<file path="src/pkg/ext_datapath_params.svh">
`ifndef EXT_DATAPATH_PARAMS_SVH
`define EXT_DATAPATH_PARAMS_SVH

// Flag bit positions in the flag_o vector
`define FLG_CARRY 0
`define FLG_AUX 1
`define FLG_ZERO 2
`define FLG_OVF 3
`define FLG_SC 4
`define FLG_CZ 5

// Reset values
`define ACC_RST 8'h00
`define FLAGS_RST 6'h00
`define TBL_RST 8'h00

// Last program page index
`define LAST_PAGE 8'hFF

// Cycles of a taken skip (skip instruction plus dummy)
`define SKIP_CYCLES 2

`endif

</file>
<file path="src/pkg/ext_datapath_pkg.sv">
package ext_datapath_pkg;

  // Operation codes issued by the sequencer
  typedef enum logic [4:0] {
    OP_NONE = 5'h00,
    SUB_TO_ACC_OP = 5'h01,
    SUB_TO_MEM_OP = 5'h02,
    NIBBLE_SWAP_OP = 5'h03,
    NIBBLE_SWAP_ACC_OP = 5'h04,
    SKIP_ZERO_OP = 5'h05,
    COPY_SKIP_ZERO_OP = 5'h06,
    SKIP_BIT_ZERO_OP = 5'h07,
    SKIP_NONZERO_OP = 5'h08,
    TABLE_READ_CUR_OP = 5'h09,
    TABLE_READ_LAST_OP = 5'h0A,
    INC_TABLE_READ_CUR_OP = 5'h0B,
    INC_TABLE_READ_LAST_OP = 5'h0C,
    XOR_TO_ACC_OP = 5'h0D,
    XOR_TO_MEM_OP = 5'h0E
  } op_e;

  // Execution state; each path leaves idle and returns with one bit changing
  typedef enum logic [1:0] {
    ST_IDLE = 2'b00,
    ST_TFETCH = 2'b01,
    ST_SKIP = 2'b10
  } state_e;

  typedef logic [7:0] byte_t;

endpackage

</file>
<file path="src/pkg/alu_if.sv">
`timescale 1ns/10ps
// Operands in, results out of the arithmetic unit
interface alu_if;
  logic [7:0] a;
  logic [7:0] b;
  logic [7:0] diff;
  logic [5:0] sub_flags;
  logic [7:0] xr;
  logic [7:0] swp;
  modport unit (input a, input b, output diff, output sub_flags, output xr, output swp);
  modport user (output a, output b, input diff, input sub_flags, input xr, input swp);
endinterface

</file>
<file path="src/hw/alu_unit.sv">
`timescale 1ns/10ps
`include "ext_datapath_params.svh"
module alu_unit
  import ext_datapath_pkg::*;
(
  alu_if.unit alu
);

  // -------------------------------------------------------------------
  // Subtract with flag generation
  // -------------------------------------------------------------------
  wire [8:0] full_diff;
  wire [4:0] low_diff;
  wire ovf;
  wire [5:0] f;

  // Ninth bit is the borrow: set when the true difference is negative
  assign full_diff = {1'b0, alu.a} - {1'b0, alu.b};
  assign low_diff = {1'b0, alu.a[3:0]} - {1'b0, alu.b[3:0]};
  assign ovf = (alu.a[7] ^ alu.b[7]) & (alu.a[7] ^ full_diff[7]);
  assign alu.diff = full_diff[7:0];
  assign f[`FLG_CARRY] = ~full_diff[8];
  assign f[`FLG_AUX] = ~low_diff[4];
  assign f[`FLG_ZERO] = (full_diff[7:0] == 8'h00);
  assign f[`FLG_OVF] = ovf;
  // Signed compare: sign of the result corrected by overflow
  assign f[`FLG_SC] = ~(full_diff[7] ^ ovf);
  assign f[`FLG_CZ] = f[`FLG_SC] & ~(full_diff[7:0] == 8'h00);
  assign alu.sub_flags = f;

  // Logic results
  assign alu.xr = alu.a ^ alu.b;
  assign alu.swp = {alu.b[3:0], alu.b[7:4]};

endmodule

</file>
<file path="src/hw/ext_datapath.sv">
// Added by the designer: the address-and-strobe port and the placing of the registers.
`timescale 1ns/10ps
`include "ext_datapath_params.svh"
// Contract
// - Subtract to accumulator: acc <= acc - mem, memory untouched.
// - Subtract to memory: mem <= acc - mem, accumulator untouched.
// - Carry is 0 on negative difference, 1 on zero or positive.
// - Subtracts update overflow, zero, aux carry, carry, signed compare, compare zero.
// - Nibble swap exchanges memory byte halves, no flag change.
// - Swap-to-accumulator puts swapped byte in accumulator, memory unchanged.
// - Byte skip test skips next instruction when byte is zero.
// - Taken skip inserts a dummy cycle; skip lasts two cycles.
// - Copy-and-test loads byte into accumulator, skips when it is zero.
// - Bit skip test skips next instruction when selected bit is zero.
// - Current-page table read writes word low byte to memory.
// - All table reads load word high byte into latch, no flags.
// - Last-page table read uses last page with pointer low byte.
// - Increment-first read bumps pointer low byte before fetching.
// - Increment-first current read addresses with pointer high and low bytes.
// - Increment-first last-page read bumps low byte, fetches last page.
// - XOR to accumulator stores result in accumulator, zero flag only.
// - XOR to memory stores result in memory, zero flag only.
// - Skip-if-nonzero skips when byte is nonzero, same two-cycle timing.
module ext_datapath
  import ext_datapath_pkg::*;
(
  input wire logic clk_i,
  input wire logic nrst_i,
  input wire logic en_i,
  input wire logic start_i,
  input wire logic [4:0] op_i,
  input wire logic [2:0] bit_sel_i,
  input wire logic [7:0] mem_rdata_i,
  input wire logic [15:0] prog_rdata_i,
  input wire logic [7:0] ptr_high_wdata_i,
  input wire logic ptr_high_we_i,
  input wire logic [7:0] ptr_low_wdata_i,
  input wire logic ptr_low_we_i,
  output logic [7:0] acc_o,
  output logic [5:0] flag_o,
  output logic [7:0] mem_wdata_o,
  output logic mem_we_o,
  output logic [15:0] prog_addr_o,
  output logic prog_re_o,
  output logic [7:0] table_ptr_low_o,
  output logic [7:0] table_ptr_high_o,
  output logic [7:0] table_high_latch_o,
  output logic skip_o,
  output logic busy_o,
  output logic done_o
);

  // -------------------------------------------------------------------
  // State
  // -------------------------------------------------------------------
  byte_t acc_reg, acc_next;
  logic [5:0] flag_reg, flag_next;
  byte_t mem_wdata_reg, mem_wdata_next;
  logic mem_we_reg, mem_we_next;
  logic [15:0] prog_addr_reg, prog_addr_next;
  logic prog_re_reg, prog_re_next;
  byte_t table_ptr_low_reg, table_ptr_low_next;
  byte_t table_ptr_high_reg, table_ptr_high_next;
  byte_t table_high_latch_reg, table_high_latch_next;
  logic skip_reg, skip_next;
  logic done_reg, done_next;
  state_e state_reg, state_next;
  logic busy_reg;

  alu_if alu();

  alu_unit u_alu (
    .alu(alu.unit)
  );

  assign alu.a = acc_reg;
  assign alu.b = mem_rdata_i;

  // -------------------------------------------------------------------
  // Decode
  // -------------------------------------------------------------------
  // Operation decode is reused by the issue logic and the assertions
  function automatic logic is_table(input logic [4:0] op);
    is_table = (op == TABLE_READ_CUR_OP) || (op == TABLE_READ_LAST_OP) ||
               (op == INC_TABLE_READ_CUR_OP) || (op == INC_TABLE_READ_LAST_OP);
  endfunction

  function automatic logic is_skip(input logic [4:0] op);
    is_skip = (op == SKIP_ZERO_OP) || (op == COPY_SKIP_ZERO_OP) ||
              (op == SKIP_BIT_ZERO_OP) || (op == SKIP_NONZERO_OP);
  endfunction

  wire issue;
  wire mem_zero;
  wire bit_zero;
  wire skip_taken;
  wire inc_first;
  wire last_page;
  wire [7:0] ptr_low_eff;
  wire [7:0] page_eff;
  wire [5:0] zero_only_flags;
  wire busy_next;

  // Start is ignored while a table fetch or skip dummy is still in flight
  assign issue = en_i & start_i & (state_reg == ST_IDLE);
  assign mem_zero = (mem_rdata_i == 8'h00);
  assign bit_zero = ~mem_rdata_i[bit_sel_i];
  assign skip_taken = ((op_i == SKIP_ZERO_OP) & mem_zero) |
                      ((op_i == COPY_SKIP_ZERO_OP) & mem_zero) |
                      ((op_i == SKIP_BIT_ZERO_OP) & bit_zero) |
                      ((op_i == SKIP_NONZERO_OP) & ~mem_zero);
  assign inc_first = (op_i == INC_TABLE_READ_CUR_OP) || (op_i == INC_TABLE_READ_LAST_OP);
  assign last_page = (op_i == TABLE_READ_LAST_OP) || (op_i == INC_TABLE_READ_LAST_OP);
  assign ptr_low_eff = inc_first ? 8'(table_ptr_low_reg + 8'h01) : table_ptr_low_reg;
  // Last page ignores the high pointer; current page uses it
  assign page_eff = last_page ? `LAST_PAGE : table_ptr_high_reg;
  // Zero flag replaced, others kept
  assign zero_only_flags = (flag_reg & ~(6'h01 << `FLG_ZERO)) | ({5'h00, (alu.xr == 8'h00)} << `FLG_ZERO);
  // Busy is registered from the next state so the pin comes from a flop
  assign busy_next = (state_next != ST_IDLE);

  // -------------------------------------------------------------------
  // Next-state logic
  // -------------------------------------------------------------------
  always_comb begin
    acc_next = acc_reg;
    flag_next = flag_reg;
    mem_wdata_next = mem_wdata_reg;
    mem_we_next = 1'b0;
    prog_addr_next = prog_addr_reg;
    prog_re_next = 1'b0;
    table_ptr_low_next = table_ptr_low_reg;
    table_ptr_high_next = table_ptr_high_reg;
    table_high_latch_next = table_high_latch_reg;
    skip_next = 1'b0;
    done_next = 1'b0;
    state_next = state_reg;
    if (ptr_low_we_i) begin
      table_ptr_low_next = ptr_low_wdata_i;
    end
    if (ptr_high_we_i) begin
      table_ptr_high_next = ptr_high_wdata_i;
    end
    case (state_reg)
      ST_IDLE: begin
        if (issue) begin
          case (op_i)
            SUB_TO_ACC_OP: begin
              acc_next = alu.diff;
              flag_next = alu.sub_flags;
              done_next = 1'b1;
            end
            SUB_TO_MEM_OP: begin
              mem_wdata_next = alu.diff;
              mem_we_next = 1'b1;
              flag_next = alu.sub_flags;
              done_next = 1'b1;
            end
            NIBBLE_SWAP_OP: begin
              mem_wdata_next = alu.swp;
              mem_we_next = 1'b1;
              done_next = 1'b1;
            end
            NIBBLE_SWAP_ACC_OP: begin
              acc_next = alu.swp;
              done_next = 1'b1;
            end
            XOR_TO_ACC_OP: begin
              acc_next = alu.xr;
              flag_next = zero_only_flags;
              done_next = 1'b1;
            end
            XOR_TO_MEM_OP: begin
              mem_wdata_next = alu.xr;
              mem_we_next = 1'b1;
              flag_next = zero_only_flags;
              done_next = 1'b1;
            end
            default: begin
              if (is_skip(op_i)) begin
                if (op_i == COPY_SKIP_ZERO_OP) begin
                  acc_next = mem_rdata_i;
                end
                if (skip_taken) begin
                  state_next = ST_SKIP;
                end else begin
                  done_next = 1'b1;
                end
              end else if (is_table(op_i)) begin
                // Plain reads keep a pointer write of the same cycle
                if (inc_first) begin
                  table_ptr_low_next = ptr_low_eff;
                end
                prog_addr_next = {page_eff, ptr_low_eff};
                prog_re_next = 1'b1;
                state_next = ST_TFETCH;
              end else begin
                done_next = 1'b1;
              end
            end
          endcase
        end
      end
      ST_TFETCH: begin
        // Program word arrives one cycle after the address
        mem_wdata_next = prog_rdata_i[7:0];
        mem_we_next = 1'b1;
        table_high_latch_next = prog_rdata_i[15:8];
        done_next = 1'b1;
        state_next = ST_IDLE;
      end
      ST_SKIP: begin
        // Dummy cycle while the following instruction is discarded
        skip_next = 1'b1;
        done_next = 1'b1;
        state_next = ST_IDLE;
      end
      default: begin
        state_next = ST_IDLE;
      end
    endcase
  end

  // -------------------------------------------------------------------
  // Registers
  // -------------------------------------------------------------------
  always_ff @(posedge clk_i) begin
    if (!nrst_i) begin
      acc_reg <= `ACC_RST;
      flag_reg <= `FLAGS_RST;
      mem_wdata_reg <= 8'h00;
      mem_we_reg <= 1'b0;
      prog_addr_reg <= 16'h0000;
      prog_re_reg <= 1'b0;
      table_ptr_low_reg <= `TBL_RST;
      table_ptr_high_reg <= `TBL_RST;
      table_high_latch_reg <= `TBL_RST;
      skip_reg <= 1'b0;
      done_reg <= 1'b0;
      state_reg <= ST_IDLE;
      busy_reg <= 1'b0;
    end else if (en_i) begin
      acc_reg <= acc_next;
      flag_reg <= flag_next;
      mem_wdata_reg <= mem_wdata_next;
      mem_we_reg <= mem_we_next;
      prog_addr_reg <= prog_addr_next;
      prog_re_reg <= prog_re_next;
      table_ptr_low_reg <= table_ptr_low_next;
      table_ptr_high_reg <= table_ptr_high_next;
      table_high_latch_reg <= table_high_latch_next;
      skip_reg <= skip_next;
      done_reg <= done_next;
      state_reg <= state_next;
      busy_reg <= busy_next;
    end
  end

  // Outputs straight from flip-flops
  assign acc_o = acc_reg;
  assign flag_o = flag_reg;
  assign mem_wdata_o = mem_wdata_reg;
  assign mem_we_o = mem_we_reg;
  assign prog_addr_o = prog_addr_reg;
  assign prog_re_o = prog_re_reg;
  assign table_ptr_low_o = table_ptr_low_reg;
  assign table_ptr_high_o = table_ptr_high_reg;
  assign table_high_latch_o = table_high_latch_reg;
  assign skip_o = skip_reg;
  assign busy_o = busy_reg;
  assign done_o = done_reg;
endmodule

</file>
<file path="config.mk">
export PLATFORM = sky130hd
export DESIGN_NAME = ext_datapath
export DESIGN_NICKNAME = d
export VERILOG_FILES = /design/src/pkg/ext_datapath_pkg.sv /design/src/pkg/alu_if.sv /design/src/hw/alu_unit.sv /design/src/hw/ext_datapath.sv
export VERILOG_INCLUDE_DIRS = /design/src /design/src/pkg
export SDC_FILE = /design/constraint.sdc
export NUM_CORES = 1
export LEC_CHECK = 0
export BUFFER_PORTS_ARGS = -buffer_cell sky130_fd_sc_hd__buf_2
export CAP_MARGIN = 20
export CELL_PAD_IN_SITES_DETAIL_PLACEMENT = 0
export CELL_PAD_IN_SITES_GLOBAL_PLACEMENT = 1
export CORE_MARGIN = 2
export CORE_UTILIZATION = 40
export DETAILED_ROUTE_END_ITERATION = 6
export PLACE_DENSITY = 0.95
export SLEW_MARGIN = 30
export SYNTH_ARGS = -nofsm -noshare
export SYNTH_HDL_FRONTEND = slang
export SYNTH_SLANG_ARGS = --single-unit
</file>
<file path="constraint.sdc">
create_clock -name clk_i -period 6.3 [get_ports clk_i]
set_input_delay 1.26 -clock clk_i [delete_from_list [all_inputs] [get_ports clk_i]]
set_output_delay 1.26 -clock clk_i [all_outputs]
set_load 0.005 [all_outputs]
</file>
# --- After elaboration in Yosys (flattened, before gate mapping) ---
# Index checks and enable logic that the tools add are counted.
totals:
  wordCells: 127
  output_inout_bits: 67
  reg_bits: 69
classes:
  order_cmp: 1
  n_eq_ne: 18
  addsub: 3
  muxes: 39
  reduce_logical: 28
  n_bitwise: 25
op_table:
  columns: ["cell", "n"]
  rows:
  - ["8-bit 2-to-1 mux", 12]
  - ["5-bit by 4-bit equality test with 1-bit output, second input constant", 7]
  - ["8-bit one-hot mux with 4 select lines", 1]
  - ["8-bit logical NOT", 3]
  - ["8-bit one-hot mux with 3 select lines", 1]
  - ["5-bit by 3-bit equality test with 1-bit output, second input constant", 4]
  - ["8-bit one-hot mux with 2 select lines", 1]
  - ["1-bit 2-to-1 mux", 14]
  - ["2-bit 2-to-1 mux", 6]
  - ["6-bit one-hot mux with 2 select lines", 1]
  - ["6-bit AND reduction", 2]
  - ["5-bit by 2-bit equality test with 1-bit output, second input constant", 2]
  - ["1-bit inverter", 9]
  - ["8-bit by 8-bit subtractor with 9-bit output", 1]
  - ["8-bit by 1-bit adder with 8-bit output, second input constant", 1]
  - ["1-bit AND", 8]
  - ["1-bit logical OR", 8]
  - ["4-bit AND reduction", 2]
  - ["4-bit nonzero test", 2]
  - ["8-bit XOR", 1]
  - ["6-bit by 3-bit OR with 6-bit output", 1]
  - ["2-bit nonzero test", 3]
  - ["2-bit OR reduction", 3]
  - ["6-bit OR reduction", 1]
  - ["other kinds (14)", 20]

# --- Longest topological paths before layout ---
# Gate-level depths: netlist of run 1.
logic_depth:
  ltp_word: 12
  depth_mapped: 13
  depth_no_buf: 12

# --- Hierarchy ---
# From an unflattened synthesis of run 1, not the netlist that was laid out.
hier_totals:
  cells_unflattened: 498
  hier_area_um2: 4113.9
by_module_without_submodules:
  columns: ["mod", "area_each_um2", "seq_area_each_um2", "cells_each", "n_inst"]
  rows:
  - ["ext_datapath", 3608.5, 1381.3, 424, 1]
  - ["alu_unit", 505.5, 0.0, 74, 1]

# --- Worst setup path after synthesis of run 1 ---
# OpenSTA, ideal clock, no wires.
synth_path:
  path_kind: "input port to flip-flop"
  startpoint: "in mem_rdata_i[1]"
  endpoint: "reg flag_reg[2], in the netlist flag_o[2]"
  setup_slack_ns: 2.451
  path_stages: 12
  arrival_ns: 3.761
  n_path_buf: 0
  setup_time_ns: 0.088
  required_ns: 6.212
  path_cell_list: "inv_1 ha_1 nor2b_1 o31a_1 o31ai_1 o21bai_1 a21oi_1 fa_1 nand4b_1 a2111o_1 or3_1 o31ai_1"
synth_via:
  elab_chain_cells: 4
  elab_cells_between_ends: 6
synth_lines:
  columns: ["item", "line_no", "source"]
  rows:
  - ["from (decl)", "ext_datapath.sv:33", "input wire logic [7:0] mem_rdata_i,"]
  - ["branches (longest 3 deep; another with 8-bit by 8-bit subtractor with 9-bit output)", null, null]
  - ["6-bit one-hot mux with 2 select lines *", "ext_datapath.sv:147", "case (op_i)"]
  - ["to (signal assigned)", "ext_datapath.sv:230", "flag_reg <= `FLAGS_RST;"]
  - ["to (signal assigned)", "ext_datapath.sv:244", "flag_reg <= flag_next;"]
  - ["to (decl)", "ext_datapath.sv:57", "logic [5:0] flag_reg, flag_next;"]
# Every way passes the cells marked *.
# A chain may end at the register's enable or synchronous reset.

# --- Worst setup path in the final report of run 1 ---
# Same ends and word-level chain as after synthesis.

==> results.sh, run 1 <==
export IMPL_status="complete, no violations"
export IMPL_fmax_mhz=247.4
export IMPL_drc=0
export IMPL_root_buffer="clkbuf_8"
export IMPL_end_kind="flop"
export IMPL_p_sw_frac=0.2883
export IMPL_holdCritPathClass="reg2reg"
export IMPL_synth_common_cells="69 x dfxtp_1, 54 x nand2_1, 48 x a21oi_1"
export IMPL_synth_seq_area_share=0.3491
export IMPL_synthCells=496
export IMPL_io_buffers=120
export IMPL_areaGrowthSynthToFinish_pct=21.00
export IMPL_nNetsFinal=666
export IMPL_grt_overflow=0
export IMPL_vias_per_cell=5.635
export IMPL_seq_power_share=0.471
export IMPL_drt_total_wl_um=12560
export IMPL_yosysMostFrequentCell="dfxtp_1"
export IMPL_via_count=4136
export IMPL_vdd_ir_drop_max_v=0.0001253
export IMPL_crit_top_cell="o31ai_1"
export IMPL_grt_max_degree=44
export IMPL_htreeDepth=3
export IMPL_yosysTopAreaCellShare=0.3491
export IMPL_async_flop_share=0
export IMPL_dr_first_iter_drc_count=160
export IMPL_synth_area_um2=3956
export IMPL_synth_ff_type="dfxtp_1"
export IMPL_skew_ns=0.003901
export IMPL_crit_path_cell_trace="buf_2 > inv_1 > ha_1 > nor2b_1 > o31a_1 > o31ai_1 > o21bai_1 > a21oi_1 > fa_1 > nand4b_1 > a2111o_1 > or3_1 > o31ai_1"
export IMPL_worst_slew_pin_slew_ns=0.8656
export IMPL_fin_crit_ns=4.043
export IMPL_critPathLaunchType="primary input"
export IMPL_coreArea_um2=9684
export IMPL_largest_reg_flops=16
export IMPL_yosysWarnings=0
export IMPL_arrival_ns=4.30
export IMPL_r2r_end="flag_o[2]"
export IMPL_postSynthAreaPerCell_um2=7.976
export IMPL_fin_tns_setup_ns=0
export IMPL_first_pass_iters=5
export IMPL_wl_per_cell_um=17.11
export IMPL_dp_hpwl_um=9384
export IMPL_r2r_start="acc_o[1]"
export IMPL_criticalPathCategory="in2reg"
export IMPL_min_path_cells=2
export IMPL_crit_required_ns=6.56
export IMPL_synth_distinct_cells=65
export IMPL_p_int_mw=0.6917
export IMPL_grt_pass1_vias=3829
export IMPL_antenna_found_initial=0
export IMPL_ant_nets=0
export IMPL_power_density_nw_per_um2=203.0
export IMPL_postCtsSetupBuffers=0
export IMPL_clock_sinks=69
export IMPL_p_clk_frac=0.368
export IMPL_cts_buffer_depth=2
export IMPL_gp_congestion=0.9750
export IMPL_regToRegSetupSlack_ns=3.07
export IMPL_die_y_um=103.5
export IMPL_die_w_um=103.5
export IMPL_reg2regPathDepth=11
export IMPL_drive_gt1_frac=0.2446
export IMPL_timing_hold_violations_final=0
export IMPL_ys_ff_latch=69
export IMPL_slew_violations=0
export IMPL_ios=121
export IMPL_leakage_nw=2.047
export IMPL_setup_violations=0
export IMPL_cts_hold_buffers=0
export IMPL_path_clk_slew_ns=0.08
export IMPL_grt_pass1_wl_um=19040
export IMPL_yosysTopAreaCell="dfxtp_1"
export IMPL_grt_usage=0.2303
export IMPL_cts_tree="built"
export IMPL_dpl_cell_area_um2=4593
export IMPL_initial_core_util=0.4085
export IMPL_fin_area_um2=4787
export IMPL_p_switching_mw=0.2802
export IMPL_cp_slowest_cell="o31ai_1"
export IMPL_insertion_delay_ns=0.34
export IMPL_num_antenna_cells=0
export IMPL_min_to="table_high_latch_o[2]"
export IMPL_path_max_fanout=6
export IMPL_comb_power_share=0.161
export IMPL_rsz0062_at_grt="no"
export IMPL_period_share=0.6417
export IMPL_post_cts_resized=0
export IMPL_synth_edff_count=0
export IMPL_hold_start="table_high_latch_o[2]"
export IMPL_synth_nets=565
export IMPL_drv_cap=0
export IMPL_dieArea_um2=10700
export IMPL_cts_buffers=9
export IMPL_critical_path_max_stage_delay_ns=0.49
export IMPL_slew_headroom=0.4229
export IMPL_placementRows=36
export IMPL_synth_area_leaders="dfxtp_1 35%, a21oi_1 6.1%, nand2_1 5.1%"
critical path, delay by kind of cell:
family | cells | cell delay [ns]
and+or+nand+nor | 3 | 0.58
adders and majority gates | 2 | 0.61
buffers and inverters | 2 | 0.26
AOI/OAI and AO/OA | 6 | 1.58
cells in the final DEF (no fill, tap or decap), types with 14 or more instances in the layout:
cell type  netlist  final
nand3_1         24     24
buf_2            8    120
nand2_1         54     54
a21oi_1         48     48
o21ai_0         14     14
dfxtp_1         69     69
a211oi_1        15     15
inv_1           22     22
nor2_1          47     47
kinds of logic after synthesis:
| logic type | synth area share |
|---|---|
| AO/OA/AOI/OAI | 0.2609 |
| XOR/XNOR | 0.03099 |
| adder cells (fa/ha/maj) | 0.05123 |
| buffers and inverters | 0.05566 |
| flip-flops | 0.3491 |
| multiplexers | 0.02688 |
| AND/OR/NAND/NOR | 0.2252 |
worst max-delay path by stage:
stage               slack, ns  cells past startpoint        end            from
floorplan                2.45                     12  flag_o[2]  mem_rdata_i[1]
global placement         1.98                     13  flag_o[2]  mem_rdata_i[1]
detailed placement       1.94                     13  flag_o[2]  mem_rdata_i[1]
CTS                      2.31                     13  flag_o[2]  mem_rdata_i[1]
global route             2.03                     13  flag_o[2]  mem_rdata_i[1]
finish                   2.26                     13  flag_o[2]  mem_rdata_i[1]
metrics by stage:
stage	hold slack [ns]	total power [mW]	setup slack (ns)	util	std cells
floorplan	0.4482	0.5621	2.451	-	496
global placement	0.4398	0.6193	1.977	0.4743	719
detailed placement	0.4446	0.6212	1.942	0.4743	719
CTS	0.4562	0.9795	2.311	0.4937	734
global route	0.4763	1.015	2.026	0.4943	734
finish	0.4579	0.9718	2.257	0.4943	734
power by group through the flow:
stage	clock, mW	combinational (mW)	sequential (mW)
after detailed placement	0	0.153	0.468
after global placement	0	0.152	0.467
after floorplan	0	0.0948	0.467
after CTS	0.368	0.154	0.458
after global routing	0.385	0.171	0.459
final	0.358	0.156	0.458
area by class of cell:
class                   count  area [um2]
multi-input cells         374        2361
repair buffers            121       608.1
inverters                  22       82.58
well taps                 133       166.4
fillers                   965        4897
flip-flops and latches     69        1381
clock buffers               9       123.9
clock inverters             6       63.81
per-layer routing:
metal,GRT usage,wire length [um]
met1,0.2848,5454
met2,0.3970,6015
met5,0,0
met3,0.05040,850
met4,0.07591,241
Note: power is estimated with default switching activity, not from simulation.
==> run 2, diff against run 1 <==
--- a/config.mk
+++ b/config.mk
@@ -6,14 +6,15 @@
 export SDC_FILE = /design/constraint.sdc
 export NUM_CORES = 1
 export LEC_CHECK = 0
+export ABC_AREA = 1
 export BUFFER_PORTS_ARGS = -buffer_cell sky130_fd_sc_hd__buf_2
 export CAP_MARGIN = 20
 export CELL_PAD_IN_SITES_DETAIL_PLACEMENT = 0
 export CELL_PAD_IN_SITES_GLOBAL_PLACEMENT = 1
 export CORE_MARGIN = 2
-export CORE_UTILIZATION = 40
+export CORE_UTILIZATION = 36
 export DETAILED_ROUTE_END_ITERATION = 6
-export PLACE_DENSITY = 0.95
+export PLACE_DENSITY = 0.9
 export SLEW_MARGIN = 30
 export SYNTH_ARGS = -nofsm -noshare
 export SYNTH_HDL_FRONTEND = slang
==> constraint.sdc (replaced) <==
create_clock -name clk_i -period 3.74 [get_ports clk_i]
set_input_delay 0.748 -clock clk_i [delete_from_list [all_inputs] [get_ports clk_i]]
set_output_delay 0.748 -clock clk_i [all_outputs]
set_load 0.005 [all_outputs]
==> run 2 against run 1 <==
Against the previous run:
- sequential power rose by 70%
- cell area rose by 7.4%
- register-to-register slack got worse by 2.0 ns
- first-iteration DRC count rose by 85%
- largest cell class unchanged
- largest power group is now the clock network
==> results.sh, run 2 <==
export IMPL_crit_required_ns=4.00
export IMPL_vdd_ir_drop_max_v=0.0002427
export IMPL_initial_core_util=0.3652
export IMPL_setup_ws_ns=0.7285
export IMPL_synthCells=612
export IMPL_crit_path_cell_trace="buf_2 > inv_1 > ha_1 > nand2_1 > inv_1 > nand3_1 > nand3_1 > nand2_1 > nand2_1 > a21oi_1 > fa_1 > nand3_1 > nor2_1 > nand3_1 > nor2_1 > nand3_1 > nand2_1 > nand2_1 > a21oi_1"
export IMPL_yosysMostFrequentCell="nand2_1"
export IMPL_synth_xor_area_frac=0.01695
export IMPL_p_clk_frac=0.466
export IMPL_arrival_ns=3.27
export IMPL_synth_nets=681
export IMPL_insertion_delay_ns=0.34
export IMPL_synth_seq_area_share=0.3341
export IMPL_post_cts_resized=0
export IMPL_postCtsSetupBuffers=0
export IMPL_placementRows=39
export IMPL_largest_reg_flops=16
export IMPL_cp_buffers_inverters=3
export IMPL_path_clk_slew_ns=0.05
export IMPL_slew_headroom=0.4020
export IMPL_p_sw_frac=0.2634
export IMPL_nNetsFinal=793
export IMPL_power_density_nw_per_um2=386.2
export IMPL_clock_sinks=69
export IMPL_p_switching_mw=0.5230
export IMPL_yosysWarnings=0
export IMPL_drive_gt1_frac=0.2455
export IMPL_period_share=0.8052
export IMPL_antenna_found_initial=0
export IMPL_io_buffers=120
export IMPL_grt_pass1_wl_um=21840
export IMPL_synth_mux_area_frac=0.005448
export IMPL_timing_hold_violations_final=0
export IMPL_seq_power_share=0.392
export IMPL_synth_top_family_by_area="simple AND/OR/NAND/NOR gates"
export IMPL_dr_first_iter_drc_count=296
export IMPL_root_buffer="clkbuf_16"
export IMPL_ant_nets=0
export IMPL_fmax_mhz=332.1
export IMPL_crit_family="adder cells"
export IMPL_grt_overflow=0
export IMPL_die_w_um=111.2
export IMPL_async_flop_share=0
export IMPL_comb_power_share=0.142
export IMPL_grt_max_degree=48
export IMPL_synth_area_leaders="dfxtp_1 33%, nand2_1 11%, nor2_1 7.4%"
export IMPL_synth_distinct_cells=43
export IMPL_areaGrowthSynthToFinish_pct=24.33
export IMPL_setup_violations=0
export IMPL_wl_per_cell_um=15.39
export IMPL_postSynthAreaPerCell_um2=6.755
export IMPL_criticalPathCategory="in2reg"
export IMPL_via_count=4494
export IMPL_drc=0
export IMPL_final_common_cell="nand2_1"
export IMPL_slew_violations=0
export IMPL_synth_compound_area_frac=0.2070
export IMPL_ios=121
export IMPL_cts_tree="built"
export IMPL_synth_area_um2=4134
export IMPL_layout_common_cells="122 x nand2_1, 120 x buf_2, 82 x nor2_1"
export IMPL_pre_cts_ws_ns=0.3903
export IMPL_synth_common_cells="122 x nand2_1, 82 x nor2_1, 69 x dfxtp_1"
export IMPL_cts_hold_buffers=0
export IMPL_die_y_um=111.2
export IMPL_yosysTopAreaCell="dfxtp_1"
export IMPL_dieArea_um2=12360
export IMPL_num_antenna_cells=0
export IMPL_holdCritPathClass="reg2reg"
export IMPL_status="complete, no violations"
export IMPL_vias_per_cell=5.154
export IMPL_ys_ff_latch=69
export IMPL_fin_tns_setup_ns=0
export IMPL_skew_ns=0.006234
export IMPL_rsz0062_at_grt="no"
export IMPL_critical_path_max_stage_delay_ns=0.61
export IMPL_dp_hpwl_um=10150
export IMPL_synthAdderAreaFrac=0.04903
export IMPL_yosysTopAreaCellShare=0.3341
export IMPL_cts_buffers=9
export IMPL_grt_pass1_vias=4368
export IMPL_p_int_mw=1.462
export IMPL_grt_usage=0.2200
export IMPL_worst_slew_pin_slew_ns=0.8960
export IMPL_end_kind="flop"
export IMPL_critPathLaunchType="primary input"
export IMPL_synth_simple_area_share=0.3018
export IMPL_synth_ff_type="dfxtp_1"
export IMPL_htreeDepth=3
export IMPL_cp_slowest_cell="fa_1"
export IMPL_drt_total_wl_um=13420
export IMPL_synth_edff_count=0
export IMPL_fin_crit_ns=3.012
export IMPL_coreArea_um2=11320
export IMPL_first_pass_iters=5
export IMPL_cts_buffer_depth=2
export IMPL_gp_congestion=0.9446
export IMPL_drv_cap=0
export IMPL_leakage_nw=2.481
export IMPL_path_max_fanout=8
run 2: cell count changes after synthesis, moves of 8 or more:
cell | previous run | this run
inv_2 | 0 | 9
a221oi_1 | 8 | 0
nand2_2 | 0 | 8
nor2b_1 | 9 | 0
xnor2_1 | 9 | 1
o21ai_0 | 14 | 52
a211oi_1 | 15 | 0
nand2_1 | 54 | 122
a21oi_1 | 48 | 58
inv_1 | 22 | 54
nor2_1 | 47 | 82
run 2: metrics by stage:
| stage | hold WS [ns] | utilization | power, mW | cells | area, um2 |
|---|---|---|---|---|---|
| after detailed placement | 0.4573 | 0.4252 | 1.071 | 856 | 4813 |
| after global routing | 0.4844 | 0.4540 | 2.077 | 872 | 5140 |
| final | 0.4611 | 0.4540 | 1.985 | 872 | 5140 |
| after CTS | 0.4673 | 0.4540 | 2.002 | 872 | 5140 |
| after floorplan | 0.4567 | - | 0.9620 | 612 | 4134 |
| after global placement | 0.4517 | 0.4252 | 1.070 | 856 | 4813 |
run 2: metal layers:
layer	routed length (um)	global-route usage	vias to the layer above
met5	0	0	-
met4	399	0.1070	0
met3	813	0.04975	26
met2	5852	0.3374	159
met1	6354	0.2920	2052
li1	-	-	2257
run 2: cell families (layout without fill, tap and decap cells):
logic type	after synthesis	in the layout
compound gates	156	156
xor+xnor	8	8
fa+ha+maj	15	15
buf+inv	85	202
flops	69	69
mux	2	2
simple gates	277	277
run 2: worst reg2reg max path: stages, from the launching register on:
cell,delay (ns)
dfxtp_1,0.33
ha_1,0.44
nand2_1,0.09
inv_1,0.08
nand3_1,0.10
nand3_1,0.08
nand2_1,0.06
nand2_1,0.07
a21oi_1,0.07
fa_1,0.61
nand3_1,0.10
nor2_1,0.11
nand3_1,0.07
nor2_1,0.08
nand3_1,0.10
nand2_1,0.08
nand2_1,0.05
a21oi_1,0.11
run 2: final cells by class:
type	count	area [um2]
fillers	1192	6181
multi-input cells	458	2399
flip-flops and latches	69	1381
repair buffers	121	608.1
inverters	65	246.5
clock buffers	11	242.7
well taps	143	178.9
clock inverters	5	83.83
run 2: power groups by stage:
stage                     combinational [mW]  clock, mW  sequential, mW
final                                  0.281      0.925           0.779
after CTS                              0.278      0.945           0.779
after detailed placement               0.277          0           0.794
after global placement                 0.277          0           0.794
after global routing                   0.316      0.979           0.782
after floorplan                        0.170          0           0.792
run 2: final timing paths:
| path | startpoint | end | slack (ns) | depth (start not counted) |
|---|---|---|---|---|
| worst max-delay path | mem_rdata_i[3] | flag_o[2] | 0.73 | 19 |
| worst min-delay path | flag_o[2] | flag_o[2] | 0.46 | 2 |
| worst max register to register | acc_o[3] | flag_o[2] | 1.04 | 17 |
| worst min register to register | flag_o[2] | flag_o[2] | 0.46 | 2 |
